<file path="config.mk">
export PLATFORM = sky130hd
export DESIGN_NAME = asr_readout
export DESIGN_NICKNAME = d
export VERILOG_FILES = /design/src/verilog/asr_pkg.sv /design/src/verilog/asr_readout.sv /design/src/verilog/asr_skid_buffer.sv
export SDC_FILE = /design/constraint.sdc
export NUM_CORES = 1
export LEC_CHECK = 0
export BUFFER_PORTS_ARGS = -buffer_cell sky130_fd_sc_hd__buf_2
export CAP_MARGIN = 20
export CORE_MARGIN = 2
export CORE_UTILIZATION = 48
export DETAILED_ROUTE_END_ITERATION = 7
export GPL_TIMING_DRIVEN = 0
export HOLD_SLACK_MARGIN = 0.02
export PLACE_DENSITY = 0.66
export RECOVER_POWER = 100
export SLEW_MARGIN = 10
export SYNTH_ARGS = -nofsm -noshare
export SYNTH_HDL_FRONTEND = slang
export SYNTH_HIERARCHICAL = 1
export SYNTH_SLANG_ARGS = --single-unit
</file>
<file path="constraint.sdc">
create_clock -name clk -period 3.75 [get_ports clk]
set_input_delay 0.375 -clock clk [delete_from_list [all_inputs] [get_ports clk]]
set_output_delay 0.375 -clock clk [all_outputs]
set_load 0.01 [all_outputs]
</file>
<file path="src/verilog/asr_pkg.sv">
package asr_pkg;

  // Register offsets inside the device map.
  localparam logic [7:0] ADDR_STRAP_STATUS  = 8'h00;
  localparam logic [7:0] DEV_COND_STATUS    = 8'h01;
  localparam logic [7:0] X_ACCEL_LOW        = 8'h02;
  localparam logic [7:0] X_ACCEL_HIGH       = 8'h03;
  localparam logic [7:0] Y_ACCEL_LOW        = 8'h04;
  localparam logic [7:0] Y_ACCEL_HIGH       = 8'h05;
  localparam logic [7:0] Z_ACCEL_LOW        = 8'h06;
  localparam logic [7:0] Z_ACCEL_HIGH       = 8'h07;

  // Reset values.
  localparam logic [7:0] ADDR_STRAP_RESET   = 8'h00;
  localparam logic [7:0] DEV_COND_RESET     = 8'h04;

  // Bit positions.
  localparam int ADDR_SELECT_BIT            = 3;
  localparam int OVERRUN_BIT                = 0;
  localparam int CLOCK_OFF_BIT              = 1;
  localparam int FUSE_POWER_BIT             = 5;
  localparam int WATCH_ACTIVE_BIT           = 6;
  localparam int WATCH_DETECT_BIT           = 7;

  // Two-wire slave base addresses chosen by the strap.
  localparam logic [6:0] BUS_ADDR_STRAP_LOW  = 7'h4C;
  localparam logic [6:0] BUS_ADDR_STRAP_HIGH = 7'h6C;

  // Mode field codes: sleep loaded by reset, and the code entered on activity detection.
  localparam logic [2:0] MODE_SLEEP         = 3'h0;
  localparam logic [2:0] MODE_CONT_WAKE     = 3'h5;

  // Sample widths: full, direct samples and FIFO samples; skid buffer depth.
  localparam int SAMPLE_W                   = 16;
  localparam int DIRECT_RES                 = 14;
  localparam int FIFO_RES                   = 12;
  localparam int BUF_DEPTH                  = 2;

  // Strap settle: cycles after reset release before the strap is caught; bits in one bus byte.
  localparam logic [1:0] STRAP_SETTLE       = 2'h3;
  localparam logic [3:0] BITS_PER_BYTE      = 4'h8;

  typedef enum logic [2:0] {
    I2C_IDLE, I2C_ADDR, I2C_ACK_ADDR, I2C_PTR, I2C_ACK_WR, I2C_WR, I2C_TX, I2C_MACK
  } asr_i2c_state_t;

endpackage : asr_pkg

</file>
<file path="src/verilog/asr_readout.sv">
`timescale 1ns/1ns
`default_nettype none
module asr_readout
  import asr_pkg::*;
(
  input  wire logic                    clk,
  input  wire logic                    sys_rst,
  input  wire logic                    scl_pin,
  input  wire logic                    sda_in,
  output var  logic                    sda_out,
  output var  logic                    sda_oe,
  input  wire logic                    addr_strap_pin,
  input  wire logic [2:0]              iface_select,
  input  wire logic                    fifo_enable,
  input  wire logic                    sample_valid,
  output var  logic                    sample_ready,
  input  wire logic [asr_pkg::SAMPLE_W-1:0] sample_x,
  input  wire logic [asr_pkg::SAMPLE_W-1:0] sample_y,
  input  wire logic [asr_pkg::SAMPLE_W-1:0] sample_z,
  input  wire logic                    clock_off,
  input  wire logic                    fuse_powered,
  input  wire logic                    watch_active,
  input  wire logic                    activity_event,
  input  wire logic [2:0]              mode_cmd,
  input  wire logic                    mode_cmd_valid,
  output var  logic [2:0]              mode_status,
  output var  logic                    continuous_wake,
  output var  logic                    fifo_advance,
  output var  logic                    output_frozen
);
  import asr_pkg::*;

  // Sign extension from a given resolution up to the full sample width.
  function automatic logic [SAMPLE_W-1:0] sext(input logic [SAMPLE_W-1:0] raw,
                                               input int res);
    logic [SAMPLE_W-1:0] val;
    val = raw;
    for (int i = 0; i < SAMPLE_W; i++) begin
      if (i >= res) begin
        val[i] = raw[res-1];
      end
    end
    return val;
  endfunction : sext

  logic                 scl_meta;
  logic                 scl_s;
  logic                 scl_q;
  logic                 sda_meta;
  logic                 sda_s;
  logic                 sda_q;
  logic                 strap_meta;
  logic                 strap_s;
  logic                 scl_rise;
  logic                 scl_fall;
  logic                 start_det;
  logic                 stop_det;
  asr_i2c_state_t       state_reg;
  logic [3:0]           bit_cnt_reg;
  logic [7:0]           shift_reg;
  logic [7:0]           tx_reg;
  logic [7:0]           ptr_reg;
  logic                 nack_reg;
  logic                 busy_reg;
  logic                 rd_load;
  logic [7:0]           rd_addr;
  logic [7:0]           rd_byte;
  logic [6:0]           my_addr;
  logic [1:0]           strap_wait_reg;
  logic                 strap_taken_reg;
  logic                 addr_select_bit;
  logic                 sample_overrun;
  logic                 watch_detect_reg;
  logic                 unread_reg;
  logic                 refill_reg;
  logic                 seq_ok_reg;
  logic [7:0]           last_rd_reg;
  logic                 seq_done;
  logic                 sample_read;
  logic                 cond_read;
  logic [SAMPLE_W-1:0]  x_accel;
  logic [SAMPLE_W-1:0]  y_accel;
  logic [SAMPLE_W-1:0]  z_accel;
  logic [7:0]           cond_status;
  logic                 buf_valid;
  logic                 buf_ready;
  logic [3*SAMPLE_W-1:0] buf_data;
  logic                 drain;

  // Two-flop synchronisers for the bus pins and the strap; the third stage finds edges.
  always_ff @(posedge clk) begin
    if (sys_rst) begin
      scl_meta   <= 1'b1;
      scl_s      <= 1'b1;
      scl_q      <= 1'b1;
      sda_meta   <= 1'b1;
      sda_s      <= 1'b1;
      sda_q      <= 1'b1;
      strap_meta <= 1'b0;
      strap_s    <= 1'b0;
    end else begin
      scl_meta   <= scl_pin;
      scl_s      <= scl_meta;
      scl_q      <= scl_s;
      sda_meta   <= sda_in;
      sda_s      <= sda_meta;
      sda_q      <= sda_s;
      strap_meta <= addr_strap_pin;
      strap_s    <= strap_meta;
    end
  end

  // Bus events seen on the synchronised lines.
  assign scl_rise  = scl_s && !scl_q;
  assign scl_fall  = !scl_s && scl_q;
  assign start_det = scl_s && scl_q && sda_q && !sda_s;
  assign stop_det  = scl_s && scl_q && !sda_q && sda_s;

  // The strap is caught once, after the synchronisers have settled past reset.
  always_ff @(posedge clk) begin
    if (sys_rst) begin
      strap_wait_reg  <= 2'h0;
      strap_taken_reg <= 1'b0;
      addr_select_bit <= 1'b0;
    end else if (!strap_taken_reg) begin
      if (strap_wait_reg == STRAP_SETTLE) begin
        addr_select_bit <= strap_s;
        strap_taken_reg <= 1'b1;
      end else begin
        strap_wait_reg <= strap_wait_reg + 2'h1;
      end
    end
  end

  assign my_addr = addr_select_bit ? BUS_ADDR_STRAP_HIGH : BUS_ADDR_STRAP_LOW;

  // Transaction window: frozen from START to STOP.
  always_ff @(posedge clk) begin
    if (sys_rst) begin
      busy_reg <= 1'b0;
    end else if (start_det) begin
      busy_reg <= 1'b1;
    end else if (stop_det) begin
      busy_reg <= 1'b0;
    end
  end

  assign output_frozen = busy_reg;

  // A byte is fetched for transmit after the address ack or a master ack.
  always_comb begin
    rd_load = 1'b0;
    rd_addr = ptr_reg;
    if (scl_fall && !start_det && !stop_det) begin
      if (state_reg == I2C_ACK_ADDR && shift_reg[1]) begin // R/W bit; the ack sits below it.
        rd_load = 1'b1;
      end else if (state_reg == I2C_MACK && !nack_reg) begin
        rd_load = 1'b1;
        rd_addr = ptr_reg + 8'h01;
      end
    end
  end

  // Read multiplexer; unmapped offsets read as zero.
  always_comb begin
    rd_byte = 8'h00;
    case (rd_addr)
      ADDR_STRAP_STATUS: rd_byte = {4'h0, addr_select_bit, 3'h0};
      DEV_COND_STATUS:   rd_byte = cond_status;
      X_ACCEL_LOW:       rd_byte = x_accel[7:0];
      X_ACCEL_HIGH:      rd_byte = x_accel[15:8];
      Y_ACCEL_LOW:       rd_byte = y_accel[7:0];
      Y_ACCEL_HIGH:      rd_byte = y_accel[15:8];
      Z_ACCEL_LOW:       rd_byte = z_accel[7:0];
      Z_ACCEL_HIGH:      rd_byte = z_accel[15:8];
      default:           rd_byte = 8'h00;
    endcase
  end

  // Two-wire slave: shift on SCL rise, change SDA on SCL fall.
  // Writes past the pointer byte are acknowledged and dropped; this map is read only.
  always_ff @(posedge clk) begin
    if (sys_rst) begin
      state_reg   <= I2C_IDLE;
      bit_cnt_reg <= 4'h0;
      shift_reg   <= 8'h00;
      tx_reg      <= 8'h00;
      ptr_reg     <= 8'h00;
      nack_reg    <= 1'b1;
      sda_oe      <= 1'b0;
    end else if (start_det) begin
      state_reg   <= I2C_ADDR;
      bit_cnt_reg <= 4'h0;
      sda_oe      <= 1'b0;
    end else if (stop_det) begin
      state_reg <= I2C_IDLE;
      sda_oe    <= 1'b0;
    end else begin
      if (scl_rise) begin
        shift_reg   <= {shift_reg[6:0], sda_s};
        bit_cnt_reg <= bit_cnt_reg + 4'h1;
        if (state_reg == I2C_MACK) begin
          nack_reg <= sda_s;
        end
      end
      if (rd_load) begin
        tx_reg      <= rd_byte;
        ptr_reg     <= rd_addr;
        sda_oe      <= !rd_byte[7];
        bit_cnt_reg <= 4'h0;
        state_reg   <= I2C_TX;
      end else if (scl_fall) begin
        case (state_reg)
          I2C_ADDR: begin
            if (bit_cnt_reg == BITS_PER_BYTE) begin
              if (shift_reg[7:1] == my_addr) begin
                sda_oe    <= 1'b1;
                state_reg <= I2C_ACK_ADDR;
              end else begin
                state_reg <= I2C_IDLE;
              end
            end
          end
          I2C_ACK_ADDR: begin
            sda_oe      <= 1'b0;
            bit_cnt_reg <= 4'h0;
            state_reg   <= I2C_PTR;
          end
          I2C_PTR: begin
            if (bit_cnt_reg == BITS_PER_BYTE) begin
              ptr_reg   <= shift_reg;
              sda_oe    <= 1'b1;
              state_reg <= I2C_ACK_WR;
            end
          end
          I2C_ACK_WR: begin
            sda_oe      <= 1'b0;
            bit_cnt_reg <= 4'h0;
            state_reg   <= I2C_WR;
          end
          I2C_WR: begin
            if (bit_cnt_reg == BITS_PER_BYTE) begin
              sda_oe    <= 1'b1;
              state_reg <= I2C_ACK_WR;
            end
          end
          I2C_TX: begin
            if (bit_cnt_reg == BITS_PER_BYTE) begin
              sda_oe    <= 1'b0;
              state_reg <= I2C_MACK;
            end else begin
              tx_reg <= {tx_reg[6:0], 1'b0};
              sda_oe <= !tx_reg[6];
            end
          end
          I2C_MACK: begin
            sda_oe    <= 1'b0;
            state_reg <= I2C_IDLE;
          end
          default: begin
            sda_oe    <= 1'b0;
            state_reg <= I2C_IDLE;
          end
        endcase
      end
    end
  end

  // Open drain: the data flop only ever pulls low.
  always_ff @(posedge clk) begin
    sda_out <= 1'b0;
  end

  // Track the 0x02..0x07 read walk; a break in the walk restarts it.
  always_ff @(posedge clk) begin
    if (sys_rst) begin
      seq_ok_reg  <= 1'b0;
      last_rd_reg <= 8'h00;
    end else if (rd_load) begin
      last_rd_reg <= rd_addr;
      if (rd_addr == X_ACCEL_LOW) begin
        seq_ok_reg <= 1'b1;
      end else if (rd_addr != last_rd_reg + 8'h01) begin
        seq_ok_reg <= 1'b0;
      end
    end
  end

  assign seq_done    = rd_load && seq_ok_reg && rd_addr == Z_ACCEL_HIGH
                       && last_rd_reg == Z_ACCEL_LOW;
  assign sample_read = rd_load && rd_addr == Z_ACCEL_HIGH;
  assign cond_read   = rd_load && rd_addr == DEV_COND_STATUS;

  // Buffer between the sample source and the output registers.
  asr_skid_buffer #(
    .WIDTH (3 * SAMPLE_W),
    .DEPTH (BUF_DEPTH)
  ) u_buf (
    .clk       (clk),
    .sys_rst   (sys_rst),
    .in_valid  (sample_valid),
    .in_ready  (sample_ready),
    .in_data   ({sample_z, sample_y, sample_x}),
    .out_valid (buf_valid),
    .out_ready (buf_ready),
    .out_data  (buf_data)
  );

  // Loads stall while frozen, with no interface chosen, or while FIFO data awaits a full read.
  assign buf_ready = (iface_select != 3'h0) && !busy_reg
                     && (!fifo_enable || refill_reg);
  assign drain     = buf_valid && buf_ready;

  // Axis output registers, sign extended by source resolution.
  always_ff @(posedge clk) begin
    if (sys_rst) begin
      x_accel <= '0;
      y_accel <= '0;
      z_accel <= '0;
    end else if (drain) begin
      if (fifo_enable) begin
        x_accel <= sext(buf_data[SAMPLE_W-1:0], FIFO_RES);
        y_accel <= sext(buf_data[2*SAMPLE_W-1:SAMPLE_W], FIFO_RES);
        z_accel <= sext(buf_data[3*SAMPLE_W-1:2*SAMPLE_W], FIFO_RES);
      end else begin
        x_accel <= sext(buf_data[SAMPLE_W-1:0], DIRECT_RES);
        y_accel <= sext(buf_data[2*SAMPLE_W-1:SAMPLE_W], DIRECT_RES);
        z_accel <= sext(buf_data[3*SAMPLE_W-1:2*SAMPLE_W], DIRECT_RES);
      end
    end
  end

  // FIFO refill request and pointer advance after a complete walk.
  always_ff @(posedge clk) begin
    if (sys_rst) begin
      refill_reg   <= 1'b1;
      fifo_advance <= 1'b0;
    end else begin
      fifo_advance <= seq_done && fifo_enable;
      if (seq_done) begin
        refill_reg <= 1'b1;
      end else if (drain) begin
        refill_reg <= 1'b0;
      end
    end
  end

  // Unread tracking and overrun; a new overwrite in the read cycle wins over the clear.
  always_ff @(posedge clk) begin
    if (sys_rst) begin
      unread_reg     <= 1'b0;
      sample_overrun <= 1'b0;
    end else begin
      if (drain) begin
        unread_reg <= 1'b1;
      end else if (sample_read) begin
        unread_reg <= 1'b0;
      end
      if (drain && unread_reg) begin
        sample_overrun <= 1'b1;
      end else if (sample_read) begin
        sample_overrun <= 1'b0;
      end
    end
  end

  // Activity detect flag holds until the status byte is read; an event then wins.
  always_ff @(posedge clk) begin
    if (sys_rst) begin
      watch_detect_reg <= 1'b0;
    end else if (activity_event) begin
      watch_detect_reg <= 1'b1;
    end else if (cond_read) begin
      watch_detect_reg <= 1'b0;
    end
  end

  // Mode field: an activity event forces continuous wake over any command.
  always_ff @(posedge clk) begin
    if (sys_rst) begin
      mode_status     <= MODE_SLEEP;
      continuous_wake <= 1'b0;
    end else if (activity_event) begin
      mode_status     <= MODE_CONT_WAKE;
      continuous_wake <= 1'b1;
    end else if (mode_cmd_valid) begin
      mode_status     <= mode_cmd;
      continuous_wake <= (mode_cmd == MODE_CONT_WAKE);
    end
  end

  // Condition status byte; reserved bits hold their reset pattern.
  always_comb begin
    cond_status                   = DEV_COND_RESET;
    cond_status[OVERRUN_BIT]      = sample_overrun;
    cond_status[CLOCK_OFF_BIT]    = clock_off;
    cond_status[FUSE_POWER_BIT]   = fuse_powered;
    cond_status[WATCH_ACTIVE_BIT] = watch_active;
    cond_status[WATCH_DETECT_BIT] = watch_detect_reg;
  end

endmodule : asr_readout
`default_nettype wire

</file>
<file path="src/verilog/asr_skid_buffer.sv">
`timescale 1ns/1ns
`default_nettype none
module asr_skid_buffer #(
  parameter int WIDTH = 48,
  parameter int DEPTH = 2
) (
  input  wire logic             clk,
  input  wire logic             sys_rst,
  input  wire logic             in_valid,
  output var  logic             in_ready,
  input  wire logic [WIDTH-1:0] in_data,
  output var  logic             out_valid,
  input  wire logic             out_ready,
  output var  logic [WIDTH-1:0] out_data
);
  localparam int PW = (DEPTH > 1) ? $clog2(DEPTH) : 1;

  logic [WIDTH-1:0] mem [DEPTH];
  logic [PW-1:0]    wr_ptr_reg;
  logic [PW-1:0]    rd_ptr_reg;
  logic [PW:0]      count_reg;
  logic [PW:0]      count_next;
  logic             push;
  logic             pop;

  // Ready is registered so the source sees a clean flop, at the cost of one cycle of lag after a pop.
  assign push      = in_valid && in_ready;
  assign pop       = out_valid && out_ready;
  assign out_valid = (count_reg != '0);
  assign out_data  = mem[rd_ptr_reg];

  // Occupancy after this cycle's push and pop.
  always_comb begin
    count_next = count_reg;
    if (push && !pop) begin
      count_next = count_reg + 1'b1;
    end else if (pop && !push) begin
      count_next = count_reg - 1'b1;
    end
  end

  // Pointers, occupancy and the registered ready.
  always_ff @(posedge clk) begin
    if (sys_rst) begin
      wr_ptr_reg <= '0;
      rd_ptr_reg <= '0;
      count_reg  <= '0;
      in_ready   <= 1'b0;
    end else begin
      if (push) begin
        wr_ptr_reg <= (wr_ptr_reg == PW'(DEPTH - 1)) ? '0 : wr_ptr_reg + 1'b1;
      end
      if (pop) begin
        rd_ptr_reg <= (rd_ptr_reg == PW'(DEPTH - 1)) ? '0 : rd_ptr_reg + 1'b1;
      end
      count_reg <= count_next;
      in_ready  <= (count_next < (PW + 1)'(DEPTH));
    end
  end

  // Storage needs no reset; occupancy guards every read.
  always_ff @(posedge clk) begin
    if (push) begin
      mem[wr_ptr_reg] <= in_data;
    end
  end

endmodule : asr_skid_buffer
`default_nettype wire

</file>
# == Word level (Yosys, flattened, before mapping) ==
# Memory sizes are Yosys's and may differ from the RTL's. A register that Yosys moved wholly into a read port is not among the register bits.
# Index checks and enable logic that the tools add are counted.
# op_classes
addsub,8
multipliers,0
div_mod_pow,0
magnitude_cmp,1
eq_ne,28
shifts,0
muxes,62
n_bitwise,4
n_reduce_logical,68
# ops
op,n
$pmux W8 S8,1
$mux W8,7
$mux W16,3
$eq A8 B3 Y1 const B,5
$mux W1,30
$mux W7,4
$logic_and A1 B1 Y1,24
$reduce_bool A2 Y1,11
$mux W3,7
$add A8 B1 Y8 const B,2
$eq A8 B2 Y1 const B,2
$mux W4,4
$reduce_and A4 Y1,4
$eq A3 B3 Y1 const B,5
$pmux W3 S5,1
$logic_not A1 Y1,13
$ne A5 B5 Y1 const B,2
$reduce_and A5 Y1,2
$reduce_or A2 Y1,5
$ne A3 B3 Y1 const B,3
$eq A8 B1 Y1 const B,1
$logic_not A8 Y1,1
$ne A8 B8 Y1,1
$eq A7 B7 Y1,1
22 further kinds,32
# totals
ff_bits,116
latch_bits,0
ram_bits,96
rom_bits,0
inputBits,66
out_inout_bits,9
word_cells,209
mem_count,1
# memory_table
name,words,word_bits,rd,rd_clocked_by_memory_dff,wr,line,rtl
u_buf.mem,2,48,1,1,1,asr_skid_buffer.sv:18,logic [WIDTH-1:0] mem [DEPTH];

# == Longest topological paths before layout ==
# logic_depth
ltp_word,11
mapped_depth,10
mapped_depth_nobuf,9

# == Modules after synthesis ==
# The synthesis kept the hierarchy.
# by_module_without_submodules
module,n_inst,cells_each,area_each_um2,seq_area_each_um2
asr_readout,1,661,5280.1,2102.0
asr_skid_buffer,1,185,3829.9,3002.9

# == Worst setup path before layout ==
# Ideal clock, no wire load.
# synth_path
kind,flip-flop to flip-flop
start,register u_buf.in_ready
end,"memory u_buf.mem[0][0], enable pin"
setup_ns,0.454
arrival_time_ns,2.530
required_ns,3.296
slack_ns,0.766
stages_incl_launch_ff,3
n_path_buf,0
period_less_slack_ns,2.984
path_cell_list,dfxtp_1 nand2_1 nor2_1
# synth_between
elab_chain_cells,3
# synth_lines
element,line,rtl
from (decl),asr_skid_buffer.sv:10,"output var logic in_ready,"
from (signal assigned),asr_skid_buffer.sv:57,in_ready <= (count_next < (PW + 1)'(DEPTH));
$logic_and A1 B1 Y1,asr_skid_buffer.sv:27,assign push = in_valid && in_ready;
$mux W1,asr_skid_buffer.sv:63,if (push) begin
$mux W1 (not written as such),asr_skid_buffer.sv:64,mem[wr_ptr_reg] <= in_data;
to (decl),asr_skid_buffer.sv:18,
# No other way between the ends.

# == Final worst setup path ==
# layout_path
start,register scl_s
end,register fifo_advance
# layout_between
elab_chain_cells,11
word_cells_on_any_way,18
classes_between,eq/ne (1); mux (2); reduce/logical (15)
# layout_lines
element,line,rtl
from (decl),asr_readout.sv:47,logic scl_s;
from (signal assigned),asr_readout.sv:103,scl_s <= scl_meta;
$logic_and A1 B1 Y1,"asr_readout.sv:116, asr_readout.sv:117",
$logic_and A1 B1 Y1 (2 in series),asr_readout.sv:116,assign start_det = scl_s && scl_q && sda_q && !sda_s;
$logic_not A1 Y1,asr_readout.sv:154,if (scl_fall && !start_det && !stop_det) begin
$logic_and A1 B1 Y1,asr_readout.sv:154,
$logic_and A1 B1 Y1 *,asr_readout.sv:154,
$mux W8 or $mux W1 (tied branches),asr_readout.sv:154,
$eq A8 B3 Y1 or $logic_and A1 B1 Y1 (tied branches),asr_readout.sv:289,assign seq_done = rd_load && seq_ok_reg && rd_addr == Z_ACCEL_HIGH
$logic_and A1 B1 Y1 *,asr_readout.sv:289,
$logic_and A1 B1 Y1 *,asr_readout.sv:290,&& last_rd_reg == Z_ACCEL_LOW;
$logic_and A1 B1 Y1 *,asr_readout.sv:339,fifo_advance <= seq_done && fifo_enable;
to (signal assigned),asr_readout.sv:339,
to (decl),asr_readout.sv:28,"output var logic fifo_advance,"
# Every way passes the cells marked *; elsewhere a longest branch is shown, timed or not.
# A chain may end at the register's enable or synchronous reset.

==> flow_metrics.env <==
export IMPL_status="finished with violations"
export IMPL_violations="capacitance limit, slew limit"
export IMPL_path_cells="clkbuf_1 > nand3b_1 > nor3_1 > mux2i_1 > nand3_1 > or4_1 > nor3b_1"
export IMPL_slew_headroom_pct=-3.66
export IMPL_critical_path_max_stage_delay_ns=0.67
export IMPL_finalWorstSetupSlack_ns=0.551
export IMPL_fin_util_pct=55.1
export IMPL_worstSkewPairLatency_ns=0.44
export IMPL_wl_per_cell_microns=16.9
export IMPL_p_per_area_nw_per_um2=572
export IMPL_antenna_found_initial=0
export IMPL_total_power_mw=5.63
export IMPL_finalMaxSlewViolations=20
export IMPL_area_growth_pct=13.3
export IMPL_min_path_type="in -> reg"
export IMPL_hold_buffers=0
export IMPL_pwr_share_clk_pct=31.2
export IMPL_p_leak_nw=3.41
export IMPL_cts_max_path_buffers=2
export IMPL_avgSynthCellArea_sq_um=10.5
export IMPL_core_sq_um=17800
export IMPL_core_rowCount=49
export IMPL_path_class="reg -> reg"
export IMPL_rr_startpoint="scl_s$_SDFF_PP1_"
export IMPL_drc=0
export IMPL_syn_cell_area_sq_um=8670
export IMPL_cp_slowest_cell="or4_1"
export IMPL_grt_pass1_wl_microns=31700
export IMPL_cap_violations=1
export IMPL_fmax_mhz=313
export IMPL_fin_nets=990
export IMPL_initial_utilization_pct=48.6
export IMPL_diodes=0
export IMPL_largest_register_ffs=84
export IMPL_gr_usage_all_layers_pct=20.7
export IMPL_cts_sink_count=195
export IMPL_avgViaCountPerCell=5.59
export IMPL_post_cts_setup_buffer_count=0
export IMPL_crit_arrival_ns=3.55
export IMPL_end_kind="flop"
export IMPL_intPower_mw=3.95
export IMPL_path_clk_slew_ns=0.07
export IMPL_cp_num_buf_inv=1
export IMPL_whs_ns=0.114
export IMPL_finalClockSkew_ns=0.0102
export IMPL_hold_viol=0
export IMPL_p_comb_share_pct=21.1
export IMPL_routed_wl_microns=19600
export IMPL_first_global_vias=6113
export IMPL_drive_gt1_share_pct=15.9
export IMPL_p_seq_share_pct=47.8
export IMPL_worstMarginPinSlew_ns=1.55
export IMPL_hpwl_microns=14200
export IMPL_critPathRequiredTime_ns=4.10
export IMPL_rsz0062_at_grt="false"
export IMPL_dr_pass1_iters=5
export IMPL_crit_path_start="scl_s$_SDFF_PP1_"
export IMPL_ir_drop_uv=415
export IMPL_synthCells=828
export IMPL_pre_cts_ws_ns=0.662
export IMPL_htree_levels=4
export IMPL_final_min_clock_period_ns=3.20
export IMPL_cts_made_buffers=17
export IMPL_die_w_microns=138
export IMPL_cts_root_buf="clkbuf_16"
export IMPL_fill_cells=1585
export IMPL_cts_tree="built"
export IMPL_vias=6466
export IMPL_gp_congestion=0.860
export IMPL_setup_viol=0
export IMPL_grt_max_degree=25
export IMPL_switching_share_pct=29.7
export IMPL_ant_nets=0
export IMPL_portBuffers=66
export IMPL_cts_repair_resized=0
export IMPL_dieArea_sq_um=19200
export IMPL_worstPathMaxFanout=10
export IMPL_fp_dieH_microns=138
export IMPL_post_route_period_util_pct=85.3
export IMPL_critPathTopFamily="simple AND/OR/NAND/NOR gates"
export IMPL_critPathLaunchType="flop"
export IMPL_pin_count=75
export IMPL_drtIter0Drc=495
export IMPL_grt_ovfl_total=0
export IMPL_ys_warn_count=6
export IMPL_min_delay_start="activity_event"
export IMPL_regMostFlops="u_buf/mem"
export IMPL_syn_num_nets=903
export IMPL_p_switching_mw=1.67
==> through the flow <==
step | std cells | area, sq um | setup TNS, ns
3_3_place_gp | 1123 | 9290 | -2.62
4_1_cts | 1157 | 9910 | 0
6_report | 1157 | 9830 | 0
5_1_grt | 1157 | 9830 | 0
2_1_floorplan | 828 | 8670 | 0
3_5_place_dp | 1125 | 9340 | 0
==> power by group through the flow <==
stage                     Clock (mW)  Combinational [mW]  Sequential [mW]
after floorplan                    0               0.915             2.68
after global placement             0                1.18             2.73
after detailed placement           0                1.22             2.73
after CTS                       1.78                1.22             2.68
after global routing            1.87                1.32             2.72
final                           1.75                1.19             2.69
==> layer usage <==
layer	share of wire (%)	global-route usage, %
met2	48	35.0
met4	1.9	6.87
met3	4.6	3.60
met5	0	0
met1	45	27.1
==> final timing paths <==
path,end,slack [ns],cells past startpoint
setup / recovery,fifo_advance$_SDFF_PP0_,0.55,7
hold / removal,mode_status[1]$_SDFFE_PP0P_,0.11,2
hold reg to reg,scl_s$_SDFF_PP1_,0.41,1
setup reg to reg,fifo_advance$_SDFF_PP0_,0.55,7
==> cell usage in the layout (no fill, tap or decap), types with 17 or more instances in the layout <==
master / n
a211oi_1: 17
o21ai_0: 19
dfxtp_1: 111
nor3_1: 17
buf_2: 55
xnor2_1: 21
nor2_1: 53
mux2_4: 18
edfxtp_1: 84
clkbuf_1: 61
a21oi_1: 78
nand2_1: 126
clkbuf_16: 17
mux2_2: 26
==> layout make-up <==
cell class                      count  area (sq um)  share of cell area (%)
Sequential cell                   195          4740                    48.3
Multi-Input combinational cell    563          3600                    36.7
Clock buffer                       18           429                    4.36
Timing Repair Buffer               68           320                    3.26
Tap cell                          229           287                    2.91
Buffer                             54           249                    2.53
Clock inverter                     14           139                    1.41
Inverter                           16          60.1                   0.611
Power figures use the tool's default switching activity.
